**config.mk**
```make
export PLATFORM = sky130hd
export DESIGN_NAME = lisst_top
export DESIGN_NICKNAME = d
export VERILOG_FILES = /design/src/lisst_top.v /design/src/lisst_tx_shift.v /design/src/lisst_rx_shift.v
export VERILOG_INCLUDE_DIRS = /design/src
export SDC_FILE = /design/constraint.sdc
export NUM_CORES = 1
export LEC_CHECK = 0
export ABC_AREA = 1
export BUFFER_PORTS_ARGS = -buffer_cell sky130_fd_sc_hd__buf_2
export CAP_MARGIN = 15
export CORE_MARGIN = 2
export CORE_UTILIZATION = 45
export CTS_CLUSTER_SIZE = 25
export DETAILED_ROUTE_END_ITERATION = 8
export PLACE_DENSITY_LB_ADDON = 0.1
export RECOVER_POWER = 25
export SYNTH_ARGS = -nofsm -noshare
export SYNTH_HDL_FRONTEND = slang
export SYNTH_SLANG_ARGS = --single-unit
```
**constraint.sdc**
```tcl
create_clock -name REF_CLK -period 1.6 [get_ports REF_CLK]
set_input_delay 0.16 -clock REF_CLK [delete_from_list [all_inputs] [get_ports REF_CLK]]
set_output_delay 0.16 -clock REF_CLK [all_outputs]
set_load 0.01 [all_outputs]
```
**src/lisst_defines.vh**
```
// lisst_defines.vh: offsets, field positions, reset values for lane inversion
// assumes inclusion by the lane inversion self-test design files only
`ifndef LISST_DEFINES_VH
`define LISST_DEFINES_VH

// ----------------------------------------
// register byte offsets
// ----------------------------------------
`define LISST_TX_A_OFF 12'h0194
`define LISST_RX_A_OFF 12'h0198
`define LISST_TX_B_OFF 12'h0294
`define LISST_RX_B_OFF 12'h0298
`define LISST_AW 12

// ----------------------------------------
// field layout and reset values
// ----------------------------------------
`define LISST_TX_MAIN_W 10
`define LISST_TX_EXT_W 4
`define LISST_PAT_W 14
`define LISST_TX_MAIN_RST 10'h001
`define LISST_TX_EXT_RST 4'h0
`define LISST_RX_LO_RST 13'h0001
`define LISST_RX_HI_RST 1'b0
`define LISST_RX_SUB 5

`endif

```
**src/lisst_top.v**
```verilog
// lisst_top.v: lane inversion shift registers for two memory channel ports
// assumes a plain register port and loop-end pulses from the self-test engine
`timescale 1ns/1ps
`include "lisst_defines.vh"

module lisst_top (
	input wire REF_CLK,
	input wire RSTN,
	input wire WARM_RSTN,
	input wire [11:0] ADDR,
	input wire [31:0] WDATA,
	input wire WR,
	input wire RD,
	output reg [31:0] RDATA,
	input wire [1:0] RUN,
	input wire [1:0] LOOP_END,
	input wire [1:0] RX_INVERT_SWAP_MODE,
	input wire [13:0] TX_PAT_A,
	input wire [13:0] TX_PAT_B,
	output wire [13:0] TX_LANE_A,
	output wire [13:0] TX_LANE_B,
	input wire [13:0] RX_EXP_A,
	input wire [13:0] RX_EXP_B,
	input wire [13:0] RX_LANE_A,
	input wire [13:0] RX_LANE_B,
	output wire [13:0] RX_MISMATCH_A,
	output wire [13:0] RX_MISMATCH_B
);
	wire [13:0] tx_a_reg;
	wire [13:0] tx_b_reg;
	wire [13:0] rx_a_reg;
	wire [13:0] rx_b_reg;
	wire wr_tx_a;
	wire wr_tx_b;
	wire wr_rx_a;
	wire wr_rx_b;
	reg [31:0] rdata_next;

	// ----------------------------------------
	// write decode
	// ----------------------------------------
	// upper write bits are dropped, so reserved bits stay zero
	assign wr_tx_a = WR && (ADDR == `LISST_TX_A_OFF);
	assign wr_tx_b = WR && (ADDR == `LISST_TX_B_OFF);
	assign wr_rx_a = WR && (ADDR == `LISST_RX_A_OFF);
	assign wr_rx_b = WR && (ADDR == `LISST_RX_B_OFF);

	// ----------------------------------------
	// port instances
	// ----------------------------------------
	lisst_tx_shift u_tx_a (
		.clk(REF_CLK),
		.rst_n(RSTN),
		.warm_rst_n(WARM_RSTN),
		.wr_en(wr_tx_a),
		.wr_data(WDATA[13:0]),
		.run(RUN[0]),
		.loop_end(LOOP_END[0]),
		.pattern_in(TX_PAT_A),
		.pattern_out(TX_LANE_A),
		.pat_reg(tx_a_reg)
	);

	lisst_tx_shift u_tx_b (
		.clk(REF_CLK),
		.rst_n(RSTN),
		.warm_rst_n(WARM_RSTN),
		.wr_en(wr_tx_b),
		.wr_data(WDATA[13:0]),
		.run(RUN[1]),
		.loop_end(LOOP_END[1]),
		.pattern_in(TX_PAT_B),
		.pattern_out(TX_LANE_B),
		.pat_reg(tx_b_reg)
	);

	lisst_rx_shift u_rx_a (
		.clk(REF_CLK),
		.rst_n(RSTN),
		.warm_rst_n(WARM_RSTN),
		.wr_en(wr_rx_a),
		.wr_data(WDATA[13:0]),
		.run(RUN[0]),
		.loop_end(LOOP_END[0]),
		.swap_mode(RX_INVERT_SWAP_MODE[0]),
		.pattern_in(RX_EXP_A),
		.lane_data(RX_LANE_A),
		.lane_mismatch(RX_MISMATCH_A),
		.pat_reg(rx_a_reg)
	);

	lisst_rx_shift u_rx_b (
		.clk(REF_CLK),
		.rst_n(RSTN),
		.warm_rst_n(WARM_RSTN),
		.wr_en(wr_rx_b),
		.wr_data(WDATA[13:0]),
		.run(RUN[1]),
		.loop_end(LOOP_END[1]),
		.swap_mode(RX_INVERT_SWAP_MODE[1]),
		.pattern_in(RX_EXP_B),
		.lane_data(RX_LANE_B),
		.lane_mismatch(RX_MISMATCH_B),
		.pat_reg(rx_b_reg)
	);

	// ----------------------------------------
	// read mux
	// ----------------------------------------
	// unmapped addresses read zero
	always @* begin
		rdata_next = 32'h0000_0000;
		if (RD) begin
			case (ADDR)
			`LISST_TX_A_OFF: rdata_next = {18'h0_0000, tx_a_reg};
			`LISST_TX_B_OFF: rdata_next = {18'h0_0000, tx_b_reg};
			`LISST_RX_A_OFF: rdata_next = {18'h0_0000, rx_a_reg};
			`LISST_RX_B_OFF: rdata_next = {18'h0_0000, rx_b_reg};
			default: rdata_next = 32'h0000_0000;
			endcase
		end
	end

	// read data stands only in the cycle after the strobe
	always @(posedge REF_CLK) begin
		if (!RSTN) begin
			RDATA <= 32'h0000_0000;
		end else begin
			RDATA <= rdata_next;
		end
	end
endmodule

```
**src/lisst_tx_shift.v**
```verilog
// lisst_tx_shift.v: transmit inversion pattern register for one port
// assumes loop_end is a one-cycle pulse from the self-test loop counter
`timescale 1ns/1ps
`include "lisst_defines.vh"

module lisst_tx_shift (
	input wire clk,
	input wire rst_n,
	input wire warm_rst_n,
	input wire wr_en,
	input wire [13:0] wr_data,
	input wire run,
	input wire loop_end,
	input wire [13:0] pattern_in,
	output wire [13:0] pattern_out,
	output reg [13:0] pat_reg
);
	reg [13:0] pat_next;

	// ----------------------------------------
	// shift register
	// ----------------------------------------
	// software write wins over a shift in the same cycle
	always @* begin
		pat_next = pat_reg;
		if (wr_en) begin
			pat_next = wr_data;
		end else if (run && loop_end) begin
			pat_next[9:0] = {pat_reg[8:0], 1'b0};
			pat_next[13:10] = {pat_reg[12:10], 1'b0};
		end
	end

	// sticky: only the cold reset clears, warm reset keeps the value
	always @(posedge clk) begin
		if (!rst_n) begin
			pat_reg <= {`LISST_TX_EXT_RST, `LISST_TX_MAIN_RST};
		end else if (warm_rst_n) begin
			pat_reg <= pat_next;
		end
	end

	assign pattern_out = pattern_in ^ pat_reg;
endmodule

```
**src/lisst_rx_shift.v**
```verilog
// lisst_rx_shift.v: receive inversion rotate register and expected data
// assumes loop_end is a one-cycle pulse from the self-test loop counter
`timescale 1ns/1ps
`include "lisst_defines.vh"

module lisst_rx_shift (
	input wire clk,
	input wire rst_n,
	input wire warm_rst_n,
	input wire wr_en,
	input wire [13:0] wr_data,
	input wire run,
	input wire loop_end,
	input wire swap_mode,
	input wire [13:0] pattern_in,
	input wire [13:0] lane_data,
	output wire [13:0] lane_mismatch,
	output reg [13:0] pat_reg
);
	reg [13:0] pat_next;
	reg [13:0] sub_sel;
	integer i;

	// ----------------------------------------
	// rotate register
	// ----------------------------------------
	// swap_mode is deliberately not read here
	always @* begin
		pat_next = pat_reg;
		if (wr_en) begin
			pat_next = wr_data;
		end else if (run && loop_end) begin
			pat_next = {pat_reg[12:0], pat_reg[13]};
		end
	end

	always @(posedge clk) begin
		if (!rst_n) begin
			pat_reg <= {`LISST_RX_HI_RST, `LISST_RX_LO_RST};
		end else if (warm_rst_n) begin
			pat_reg <= pat_next;
		end
	end

	// ----------------------------------------
	// per-subsection compare, pattern index modulo five
	// ----------------------------------------
	// lane i uses pattern bit (i mod 5): each five-lane group sees the same
	// inversion, so a walking bit in pattern bits 0-3 covers all three subsections at once, bit 4 only lanes 4 and 9
	always @* begin
		sub_sel = 14'h0000;
		for (i = 0; i < 14; i = i + 1) begin
			sub_sel[i] = pat_reg[i % `LISST_RX_SUB];
		end
	end

	assign lane_mismatch = lane_data ^ (pattern_in ^ sub_sel);
endmodule

```
## Word level (Yosys, flattened, before mapping)

Index checks and enable logic that the tools add are counted.

- Bits of input ports: 139
- Bits in latches: 0
- Word-level logic and storage cells: 39
- RAM bits: 0
- ROM bits: 0
- Output and inout bits: 88
- Register bits after elaboration: 88
- Memories kept: 0

- Reductions and logical operators: 15
- Shift operators: 0
- Equal/unequal tests: 4
- Div/mod/pow operators: 0
- Bitwise operators: 6
- Multiplexer cells: 9
- $add $sub $neg: 0
- $lt $le $gt $ge: 0
- Multipliers: 0

Operators with widths:

| operator | count |
|---|---|
| two-way mux 14 bit | 8 |
| bitwise XOR 14 bit | 6 |
| one-hot mux 14 bit (4 select lines) | 1 |
| == test 12 x 10 -> 1 bit, second input constant | 2 |
| == test 12 x 9 -> 1 bit, second input constant | 2 |
| AND reduction 2 bit | 5 |
| nonzero test 2 bit | 4 |
| logical AND 1 bit | 6 |

## Logic depth before layout (Yosys ltp)

Gate-level depths: netlist (run 1).

- Word-level depth: 4
- Depth in mapped cells: 11

## By module

From an unflattened synthesis (run 1), not the netlist that was laid out.

- Cell total of the unflattened synthesis: 769
- Area total of the unflattened synthesis: 4,858.4 um^2

Modules (own cells, without submodules):

| module | area each (um^2) | seq. area each (um^2) | cells each | instances |
|---|---|---|---|---|
| lisst_rx_shift | 1,006.0 | 280.3 | 153 | 2 |
| lisst_tx_shift | 859.6 | 280.3 | 134 | 2 |
| lisst_top | 1,127.3 | 280.3 | 195 | 1 |

## Least setup slack after synthesis (run 1)

No wires, ideal clock.

- Kind: input-to-reg
- Start point: input ADDR[11]
- End point: register u_tx_b.pat_reg[11]
- Arrival time: 1,177 ps
- Stages on the path: 8
- Path slack: 310 ps
- Buffers on the path: 1
- Cell sequence: or2_4 -> nor2_4 -> nand3_4 -> nand2_1 -> nand2_2 -> buf_2 -> nor2_1 -> nor2_1

- Longest elaborated chain between the ends: 4

RTL lines:

| what | RTL line | RTL |
|---|---|---|
| start: declaration | lisst_top.v:10 | `input wire [11:0] ADDR,` |
| == test 12 x 10 -> 1 bit (*) | -- |  |
| logical AND 1 bit (*) | lisst_top.v:44 | `` assign wr_tx_b = WR && (ADDR == `LISST_TX_B_OFF); `` |
| nonzero test 2 bit (no line) | -- |  |
| AND reduction 2 bit (no line) | -- |  |
| end signal: assignment | lisst_tx_shift.v:37 | `` pat_reg <= {`LISST_TX_EXT_RST, `LISST_TX_MAIN_RST}; `` |
| end signal: assignment | lisst_tx_shift.v:39 | `pat_reg <= pat_next;` |
| end: declaration | lisst_tx_shift.v:16 | `output reg [13:0] pat_reg` |

Every way passes the cells marked *; elsewhere a longest branch is shown, timed or not.
A chain may end at the register's enable or synchronous reset.

## Final worst setup path (run 1)

- Start point: register u_rx_a.pat_reg[0]
- End point: output RX_MISMATCH_A[5]

- Longest elaborated chain between the ends: 2

RTL lines:

| what | RTL line | RTL |
|---|---|---|
| start: declaration | lisst_rx_shift.v:18 | `output reg [13:0] pat_reg` |
| start signal: assignment | lisst_rx_shift.v:39 | `` pat_reg <= {`LISST_RX_HI_RST, `LISST_RX_LO_RST}; `` |
| start signal: assignment | lisst_rx_shift.v:41 | `pat_reg <= pat_next;` |
| bitwise XOR 14 bit (2 in series) | lisst_rx_shift.v:57 | `assign lane_mismatch = lane_data ^ (pattern_in ^ sub_sel);` |
| end: declaration | lisst_top.v:26 | `output wire [13:0] RX_MISMATCH_A,` |

Every way passes these cells.

==> summary.txt, run 1 <==
Routing
  – Post-route ant nets: 0
  – Vias per cell: 4.52
  – DRC Markers: 0
  – Detailed Routing Iterations Pass 1: 4
  – DR iter-0 viols: 267
  – Vias: 4775
  – WL final: 12.2 mm
  – Wire per inst: 11.6 um

STA
  – Worst slew margin: 0.586
  – Unrepaired setup endpoints after global routing: no
  – Maximum operating frequency: 695 MHz
  – Tmin final: 1440 ps
  – Fin. Hold Viols: 0
  – PnR worst setup slack: 162 ps
  – Crit share post-route: 0.899
  – Worst-Margin Slew: 621 ps
  – # setup viols final: 0
  – Clk_skew: 9.83 ps
  – Setup_tns: 0 ps
  – Final-report max-slew violation count: 0

CTS
  – Root buffer cell: clkbuf_8
  – Clock transition at path regs: 80 ps
  – Worst skew pair latency: 350 ps
  – CTS Hold Bufs: 0
  – Post-CTS sizing: 0
  – H-tree levels: 3
  – CTS tree: done
  – Inserted Clock Buffers: 9
  – Clock sink total: 70
  – Post-CTS Setup Repair Bufs: 0
  – Clock Path Buffers: 2

Worst setup path
  – CP Max Fanout: 6
  – Setup crit start kind: flip-flop
  – Worst path arrival time: 1280 ps
  – CP Class: flip-flop to output port
  – CP endpoint kind: output port
  – Worst path required time: 1440 ps

Logic synthesis
  – Syn Inst Count: 737
  – Seq/Total Area, Yosys: 0.298
  – Area leader, netlist: dfxtp_1
  – Yosys reg bits: 70
  – Synth top area share: 0.298
  – Post-synth ARST share: 0
  – Post-synth EDFFs: 0
  – Library cells used by synthesis: 26
  – Synth cell count leaders: 234 x nand2_1, 132 x nor2_1, 76 x inv_1, 70 x dfxtp_1, 50 x xor2_1
  – Synth area leaders: dfxtp_1 30%, nand2_1 19%, nor2_1 11%, xor2_1 9.3%, xnor2_1 6.3%
  – Most instantiated library cell after synthesis: nand2_1
  – Warnings, synthesis: 0
  – Synthesized area: 4710 um2
  – Syn avg cell area: 6.39 um2
  – Most common flop cell mapped by yosys: dfxtp_1

Final layout
  – Area used by multi-input combinational logic: 2740 um2
  – Share of layout cells above drive strength 1: 0.228
  – Area delta synth->final: 24.3%
  – Storage cell area: 1400 um2
  – Fillers: 1064
  – Inserted Diodes: 0
  – NumNets Final: 1054

Floorplanning
  – Die H: 106 um
  – # IOs: 227
  – Core Area: 10200 um2
  – Initial core utilization: 0.460
  – Standard-cell rows: 37
  – Die Wd: 106 um
  – Die ar.: 11300 um2

Global routing
  – Vias in the first global route: 4299
  – First-pass GRT wire length: 19.6 mm
  – Largest net degree at the start of global routing: 56
  – Antenna violations before repair: 0
  – Total gr overflow: 0
  – Total track usage: 0.215

Status
  – Status: finished clean

Placement
  – Pre-CTS setup slack: 30.5 ps
  – Port bufs: 188
  – Routability congestion estimate from global placement: 0.843
  – Hpwl dp: 9.22 mm

Min path
  – Min-Delay Path Class: primary input to flip-flop

Pwr
  – Worst ir drop on vdd: 0.478 mV
  – Power Density: 820 nW/um2
  – Leakage: 3.11 nW

Run
  – Max cap viols: 0
==> cell families after synthesis <==
family / after synthesis / share of synthesized area
simple gates: 390 / 0.334
buf+inv: 125 / 0.134
xor+xnor: 84 / 0.156
flops: 70 / 0.298
compound gates: 67 / 0.0776
other cells: 1 / 0.000796
==> cell usage in the layout, fill, tap and decap left out, drive strengths merged, types with 12 or more instances in the layout <==
master	instances
xor2	50
inv	76
nand3	12
dfxtp	70
xnor2	34
nor2	136
nand2	239
o21ai	64
buf	172
clkbuf	36
conb	18
==> where the power goes <==
| part | internal (mW) | switching, mW |
|---|---|---|
| Sequential | 1.81 | 0.0685 |
| Combinational | 0.435 | 0.536 |
| Clock | 1.23 | 0.712 |
| Total | 3.48 | 1.32 |
==> stage by stage <==
stage / util / power (mW) / std cells / hold slack [ps] / area [um2]
floorplan: - / 2.53 / 754 / 314 / 4770
global placement: 0.550 / 2.88 / 1040 / 488 / 5630
detailed placement: 0.550 / 2.90 / 1040 / 482 / 5630
CTS: 0.577 / 4.84 / 1056 / 110 / 5900
global route: 0.572 / 5.02 / 1056 / 137 / 5850
finish: 0.572 / 4.80 / 1056 / 120 / 5850
==> critical path: stages, from the launching register on <==
cell and delay [ps]:
dfxtp_1 460, xnor2_1 180, xnor2_1 140, buf_2 150
==> worst paths after layout <==
kind	cells after the start	from	endpoint	slack, ps
worst min register to register	4	u_rx_a.pat_reg[10]$_SDFFE_PN0P_	u_rx_a.pat_reg[10]$_SDFFE_PN0P_	530
worst max-delay path	3	u_rx_a.pat_reg[0]$_SDFFE_PN1P_	RX_MISMATCH_A[5]	160
worst min-delay path	3	WDATA[10]	u_tx_b.pat_reg[10]$_SDFFE_PN0P_	120
worst max register to register	4	u_tx_b.pat_reg[4]$_SDFFE_PN0P_	RDATA[4]$_SDFF_PN0_	640
==> cell type report <==
type                       instances  share of cell area
clock buffer                      10              0.0235
sequential                        70               0.239
timing repair buffer             198               0.168
inverter                          77              0.0494
tap                              136              0.0291
multi-input combinational        559               0.468
clock inverter                     6              0.0227
==> routing by layer <==
metal / wire (um) / vias to the layer above / track usage / share of wire
li1: - / 2514 / - / -
met3: 884 / 10 / 0.0294 / 0.072
met2: 5760 / 163 / 0.376 / 0.47
met4: 138 / 0 / 0.0695 / 0.011
met1: 5440 / 2088 / 0.272 / 0.44
met5: 0 / - / 0 / 0
No activity file was read; power rests on OpenSTA's default activity.
==> run 2: changes to the inputs <==
Clock period 1.6 ns to 1.75 ns, I/O delays scaled along.
==> run 2 against run 1 <==
  * Global-route usage up 0.49 points
  * Sequential cell count unchanged
  * Routed wire length down 0.92%
  * Largest cell class unchanged
==> summary.txt, run 2 (same netlist as run 1, synthesis figures left out) <==
Placement
  – Hpwl dp: 9.06 mm (was 9.22 mm)
  – Dpl cell area: 5620 um2 (was 5630 um2)
  – Port bufs: 188 (unchanged)
  – Post-Place Cells: 1040 (unchanged)
  – Routability congestion estimate from global placement: 0.824 (was 0.843)

STA
  – Clk_skew: 5.72 ps (was 9.83 ps)
  – Fin. Hold Viols: 0 (unchanged)
  – Maximum operating frequency: 677 MHz
  – Setup_tns: 0 ps (unchanged)
  – # setup viols final: 0 (unchanged)
  – Unrepaired setup endpoints after global routing: no (unchanged)
  – Worst-Margin Slew: 616 ps (was 621 ps)
  – Worst slew margin: 0.590 (was 0.586)
  – Final-report max-slew violation count: 0 (unchanged)
  – Crit share post-route: 0.845
  – Tmin final: 1480 ps

Global routing
  – Vias in the first global route: 4363 (was 4299)
  – Total gr overflow: 0 (unchanged)
  – Antenna violations before repair: 0 (unchanged)
  – Largest net degree at the start of global routing: 56 (unchanged)
  – First-pass GRT wire length: 19.9 mm (was 19.6 mm)
  – Total track usage: 0.220 (was 0.215)

Pwr
  – Clock power share: 0.313 (was 0.406)
  – Worst ir drop on vdd: 0.332 mV (was 0.478 mV)
  – Logic pwr share: 0.233 (was 0.202)
  – P_int: 2.60 mW (was 3.48 mW)
  – Power Total: 3.79 mW (was 4.80 mW)
  – Sw power: 1.19 mW (was 1.32 mW)
  – Sw Ratio: 0.315 (was 0.275)
  – Power Density: 660 nW/um2 (was 820 nW/um2)
  – Leakage: 3.05 nW (was 3.11 nW)
  – Sequential share of power: 0.453 (was 0.392)

Final layout
  – Share of layout cells above drive strength 1: 0.220 (was 0.228)
  – NumNets Final: 1054 (unchanged)
  – Post-Layout Cell Count: 1056 (unchanged)
  – Fin area: 5740 um2 (was 5850 um2)
  – Inserted Diodes: 0 (unchanged)
  – Fillers: 1077 (was 1064)
  – Util after Layout: 0.561 (was 0.572)
  – Most frequent cells in the layout: 234 x nand2_1, 158 x buf_2, 133 x nor2_1 (was 234 x nand2_1, 164 x buf_2, 133 x nor2_1)
  – Most common cell after layout, fill and taps aside: nand2_1 (unchanged)
  – Area delta synth->final: 22.0% (was 24.3%)

CTS
  – Inserted Clock Buffers: 9 (unchanged)
  – Post-CTS sizing: 0 (unchanged)
  – Clock Path Buffers: 2 (unchanged)
  – Post-CTS Setup Repair Bufs: 0 (unchanged)
  – Root buffer cell: clkbuf_8 (unchanged)
  – Clock transition at path regs: 70 ps (was 80 ps)
  – Clock sink total: 70 (unchanged)
  – CTS tree: done (unchanged)
  – H-tree levels: 3 (unchanged)
  – CTS Hold Bufs: 0 (unchanged)
  – Worst skew pair latency: 360 ps (was 350 ps)

Worst setup path
  – CP Max Fanout: 6 (unchanged)
  – Cell mode on critical path: xnor2_1 (unchanged)
  – CP max-delay cell: dfxtp_1 (unchanged)
  – Crit path largest cell delay: 480 ps (was 460 ps)
  – Worst path arrival time: 1300 ps (was 1280 ps)
  – CP Buf/Inv Count: 1 (unchanged)
  – Crit path cell chain: xnor2_1 -> xnor2_1 -> buf_2 (unchanged)
  – Worst path required time: 1570 ps (was 1440 ps)
  – CP endpoint kind: output port (unchanged)
  – Setup crit start kind: flip-flop (unchanged)
  – Cell family with most CP delay: flip-flops (unchanged)
  – CP Class: flip-flop to output port (unchanged)

Floorplanning
  – Die ar.: 11300 um2 (unchanged)
  – Standard-cell rows: 37 (unchanged)
  – Die H: 106 um (unchanged)
  – Die Wd: 106 um (unchanged)
  – Core Area: 10200 um2 (unchanged)
  – # IOs: 227 (unchanged)
  – Initial core utilization: 0.460 (unchanged)

Routing
  – DRC Markers: 0 (unchanged)
  – WL final: 12.1 mm (was 12.2 mm)
  – DR iter-0 viols: 207 (was 267)
  – Wire per inst: 11.5 um (was 11.6 um)
  – Vias per cell: 4.56 (was 4.52)
  – Post-route ant nets: 0 (unchanged)
  – Vias: 4819 (was 4775)
  – Detailed Routing Iterations Pass 1: 4 (unchanged)

Status
  – Status: finished clean (unchanged)

Min path
  – Min-Delay Path Class: primary input to flip-flop (unchanged)

Run
  – Max cap viols: 0 (unchanged)
## run 2: changes by cell type in the layout (fill, tap and decap cells not counted)
cell       change
clkbuf_1       +8
clkinv_2       +2
clkbuf_4       -1
bufinv_16      -4
buf_2          -6
buf_4          +1
## run 2: path summary, 6_finish.rpt
path | to | slack (ps) | start | depth (start not counted)
min reg2reg | u_rx_b.pat_reg[9]$_SDFFE_PN0P_ | 530 | u_rx_b.pat_reg[9]$_SDFFE_PN0P_ | 4
max reg2reg | RDATA[2]$_SDFF_PN0_ | 760 | u_tx_a.pat_reg[2]$_SDFFE_PN0P_ | 4
min | u_tx_b.pat_reg[10]$_SDFFE_PN0P_ | 120 | WDATA[10] | 3
max | RX_MISMATCH_A[5] | 270 | u_rx_a.pat_reg[0]$_SDFFE_PN1P_ | 3
## run 2: worst min-delay path: stages
cell	delay [ps]
buf_2	130
nand3_1	80
a21oi_1	60
## run 2: cell type report
| cell class | instances | area, um2 | share of cell area |
|---|---|---|---|
| repair buffers | 198 | 976 | 0.170 |
| flip-flops and latches | 70 | 1400 | 0.244 |
| clock inverters | 4 | 22.5 | 0.00392 |
| inverters | 77 | 289 | 0.0503 |
| clock buffers | 12 | 145 | 0.0253 |
| well taps | 136 | 170 | 0.0296 |
| multi-input cells | 559 | 2740 | 0.477 |
## run 2: layer usage
metal,GRT usage,share of wire
met5,0,0
met4,0.0996,0.022
met3,0.0233,0.069
met2,0.367,0.46
met1,0.285,0.44
## run 2: metrics by stage
stage / worst slack (ps) / hold slack [ps]
floorplan: 445 / 329
global placement: 191 / 499
detailed placement: 169 / 495
CTS: 243 / 109
global route: 181 / 149
finish: 272 / 120
## run 2: power groups by stage
| stage | Combinational, mW | Clock [mW] | Sequential [mW] |
|---|---|---|---|
| 4_1_cts | 0.902 | 1.21 | 1.72 |
| 3_3_place_gp | 0.877 | 0 | 1.75 |
| 2_1_floorplan | 0.578 | 0 | 1.73 |
| 5_1_grt | 0.992 | 1.26 | 1.73 |
| 3_5_place_dp | 0.898 | 0 | 1.75 |
| 6_report | 0.885 | 1.19 | 1.72 |
==> run 3: changes to the inputs <==
Settings changed: CORE_UTILIZATION 45 to 43.
Clock period 1.75 ns to 1.2 ns, I/O delays scaled along.
==> run 3 against run 2 <==
  * The run now ends with negative setup slack left
  * Routed wire length is 6.5% higher
  * Sequential share of layout area is 0.79 points lower
  * Clock-buffer cell count is 1 lower
  * Critical path depth stayed put
  * Core utilization is 1.2 points higher
  * Non-clock buffer count is 21 higher
  * First-iteration DRC count is 29% higher
  * Sequential cell count stayed put
  * Final area is 7.3% higher
  * Highest routed layer unchanged
==> summary.txt, run 3 (same netlist as run 1, synthesis figures left out) <==
Status
  – Status: finished, violations left (was finished clean)
  – Failing checks: negative setup slack

Pwr
  – Worst ir drop on vdd: 0.429 mV (was 0.332 mV)
  – Sw Ratio: 0.302 (was 0.315)
  – Leakage: 3.29 nW (was 3.05 nW)
  – Power Total: 5.83 mW (was 3.79 mW)
  – Sw power: 1.76 mW (was 1.19 mW)
  – Power Density: 947 nW/um2 (was 660 nW/um2)
  – P_int: 4.07 mW (was 2.60 mW)
  – Clock power share: 0.328 (was 0.313)
  – Logic pwr share: 0.241 (was 0.233)
  – Sequential share of power: 0.432 (was 0.453)

Global routing
  – First-pass GRT wire length: 20.3 mm (was 19.9 mm)
  – Vias in the first global route: 4460 (was 4363)
  – Largest net degree at the start of global routing: 56 (unchanged)
  – Total gr overflow: 0 (unchanged)
  – Total track usage: 0.218 (was 0.220)
  – Antenna violations before repair: 0 (unchanged)

Routing
  – Detailed Routing Iterations Pass 1: 5 (was 4)
  – Vias per cell: 4.54 (was 4.56)
  – Post-route ant nets: 0 (unchanged)
  – WL final: 12.9 mm (was 12.1 mm)
  – Wire per inst: 11.9 um (was 11.5 um)
  – DRC Markers: 0 (unchanged)
  – Vias: 4907 (was 4819)
  – DR iter-0 viols: 268 (was 207)

Floorplanning
  – Initial core utilization: 0.438 (was 0.460)
  – Die Wd: 109 um (was 106 um)
  – Die H: 109 um (was 106 um)
  – Die ar.: 11800 um2 (was 11300 um2)
  – Standard-cell rows: 38 (was 37)
  – Core Area: 10700 um2 (was 10200 um2)
  – # IOs: 227 (unchanged)

Placement
  – Hpwl dp: 9.78 mm (was 9.06 mm)
  – Pre-CTS setup slack: -359 ps (was 169 ps)
  – Routability congestion estimate from global placement: 0.825 (was 0.824)
  – Port bufs: 188 (unchanged)

STA
  – Final-report max-slew violation count: 0 (unchanged)
  – # setup viols final: 6 (was 0)
  – Tmin final: 1280 ps
  – PnR worst setup slack: -78.6 ps (was 272 ps)
  – Fin. Hold Viols: 0 (unchanged)
  – Hold_ws: 87.7 ps (was 120 ps)
  – Maximum operating frequency: 782 MHz
  – Clk_skew: 6.05 ps (was 5.72 ps)
  – Setup_tns: -410 ps (was 0 ps)
  – Crit share post-route: 1.07
  – Unrepaired setup endpoints after global routing: yes (was no)

Final layout
  – Area used by multi-input combinational logic: 2820 um2 (was 2740 um2)
  – Most frequent cells in the layout: 231 x nand2_1, 174 x buf_2, 131 x nor2_1 (was 234 x nand2_1, 158 x buf_2, 133 x nor2_1)
  – Share of layout cells above drive strength 1: 0.306 (was 0.220)
  – Most common cell after layout, fill and taps aside: nand2_1 (unchanged)
  – Area delta synth->final: 30.9% (was 22.0%)
  – Fillers: 1120 (was 1077)
  – NumNets Final: 1075 (was 1054)
  – Inserted Diodes: 0 (unchanged)
  – Storage cell area: 1460 um2 (was 1400 um2)

Worst setup path
  – Setup crit start kind: flip-flop (unchanged)
  – CP endpoint kind: output port (unchanged)
  – Worst path required time: 1080 ps (was 1570 ps)
  – CP Class: flip-flop to output port (unchanged)
  – Worst path arrival time: 1160 ps (was 1300 ps)
  – CP Max Fanout: 4 (was 6)

CTS
  – Clock Path Buffers: 2 (unchanged)
  – Root buffer cell: clkbuf_8 (unchanged)
  – CTS Hold Bufs: 0 (unchanged)
  – Worst skew pair latency: 350 ps (was 360 ps)
  – Inserted Clock Buffers: 9 (unchanged)
  – H-tree levels: 3 (unchanged)
  – CTS tree: done (unchanged)
  – Clock sink total: 70 (unchanged)
  – Clock transition at path regs: 70 ps (about the same)

Run
  – Max cap viols: 0 (unchanged)

Min path
  – Min-Delay Path Class: primary input to flip-flop (unchanged)
==> run 3: changes by cell type in the layout (fill, tap and decap cells not counted), moves of 5 or more <==
cell / previous run / this run
buf_2: 158 / 174
buf_4: 9 / 25
inv_1: 76 / 67
dfxtp_4: 0 / 7
dfxtp_2: 0 / 22
inv_4: 0 / 6
xnor2_1: 34 / 28
xnor2_2: 0 / 5
buf_12: 0 / 5
dfxtp_1: 70 / 41
clkbuf_1: 32 / 15
==> run 3: worst paths after layout <==
kind | startpoint | end | slack [ps] | cells past startpoint
setup / recovery | u_rx_a.pat_reg[0]$_SDFFE_PN1P_ | RX_MISMATCH_A[5] | -80 | 3
hold / removal | WDATA[10] | u_tx_a.pat_reg[10]$_SDFFE_PN0P_ | 90 | 3
setup reg to reg | u_rx_a.pat_reg[0]$_SDFFE_PN1P_ | u_rx_a.pat_reg[1]$_SDFFE_PN0P_ | 290 | 5
hold reg to reg | u_tx_a.pat_reg[10]$_SDFFE_PN0P_ | u_tx_a.pat_reg[10]$_SDFFE_PN0P_ | 500 | 2
==> run 3: critical path: stages, from the launching register on <==
cell and delay [ps]:
dfxtp_4 410, xnor2_2 130, xnor2_1 130, buf_2 140
==> run 3: cell type report <==
class,count,area share
flip-flops and latches,70,0.236
multi-input cells,559,0.457
clock buffers,11,0.0229
repair buffers,219,0.198
inverters,77,0.0494
well taps,140,0.0284
clock inverters,4,0.00772
==> run 3: power by group through the flow <==
stage	Combinational [mW]	Clock, mW	Sequential (mW)
final	1.40	1.91	2.52
after global routing	1.57	2.04	2.53
after CTS	1.39	1.94	2.51
after detailed placement	1.33	0	2.57
after global placement	1.31	0	2.57
after floorplan	0.847	0	2.53
==> run 3: timing repair <==
item	in CTS	in global routing
gates resized for setup	33	35
endpoints found under the setup margin	29	62
buffers inserted	9	3
pin swaps	6	2
==> run 3: stage by stage <==
| step | area [um2] | utilization | std cells |
|---|---|---|---|
| global route | 6160 | 0.573 | 1080 |
| detailed placement | 5750 | 0.536 | 1053 |
| global placement | 5750 | 0.536 | 1053 |
| floorplan | 4790 | - | 754 |
| CTS | 6090 | 0.567 | 1077 |
| finish | 6160 | 0.573 | 1080 |
==> run 3: layer usage <==
layer  vias to the layer above  wire (um)  global-route usage
li1                       2560          -                   -
met1                      2139       5670               0.269
met2                       192       6240               0.385
met3                        16        791              0.0269
met4                         0        198              0.0833
met5                         -          0                   0
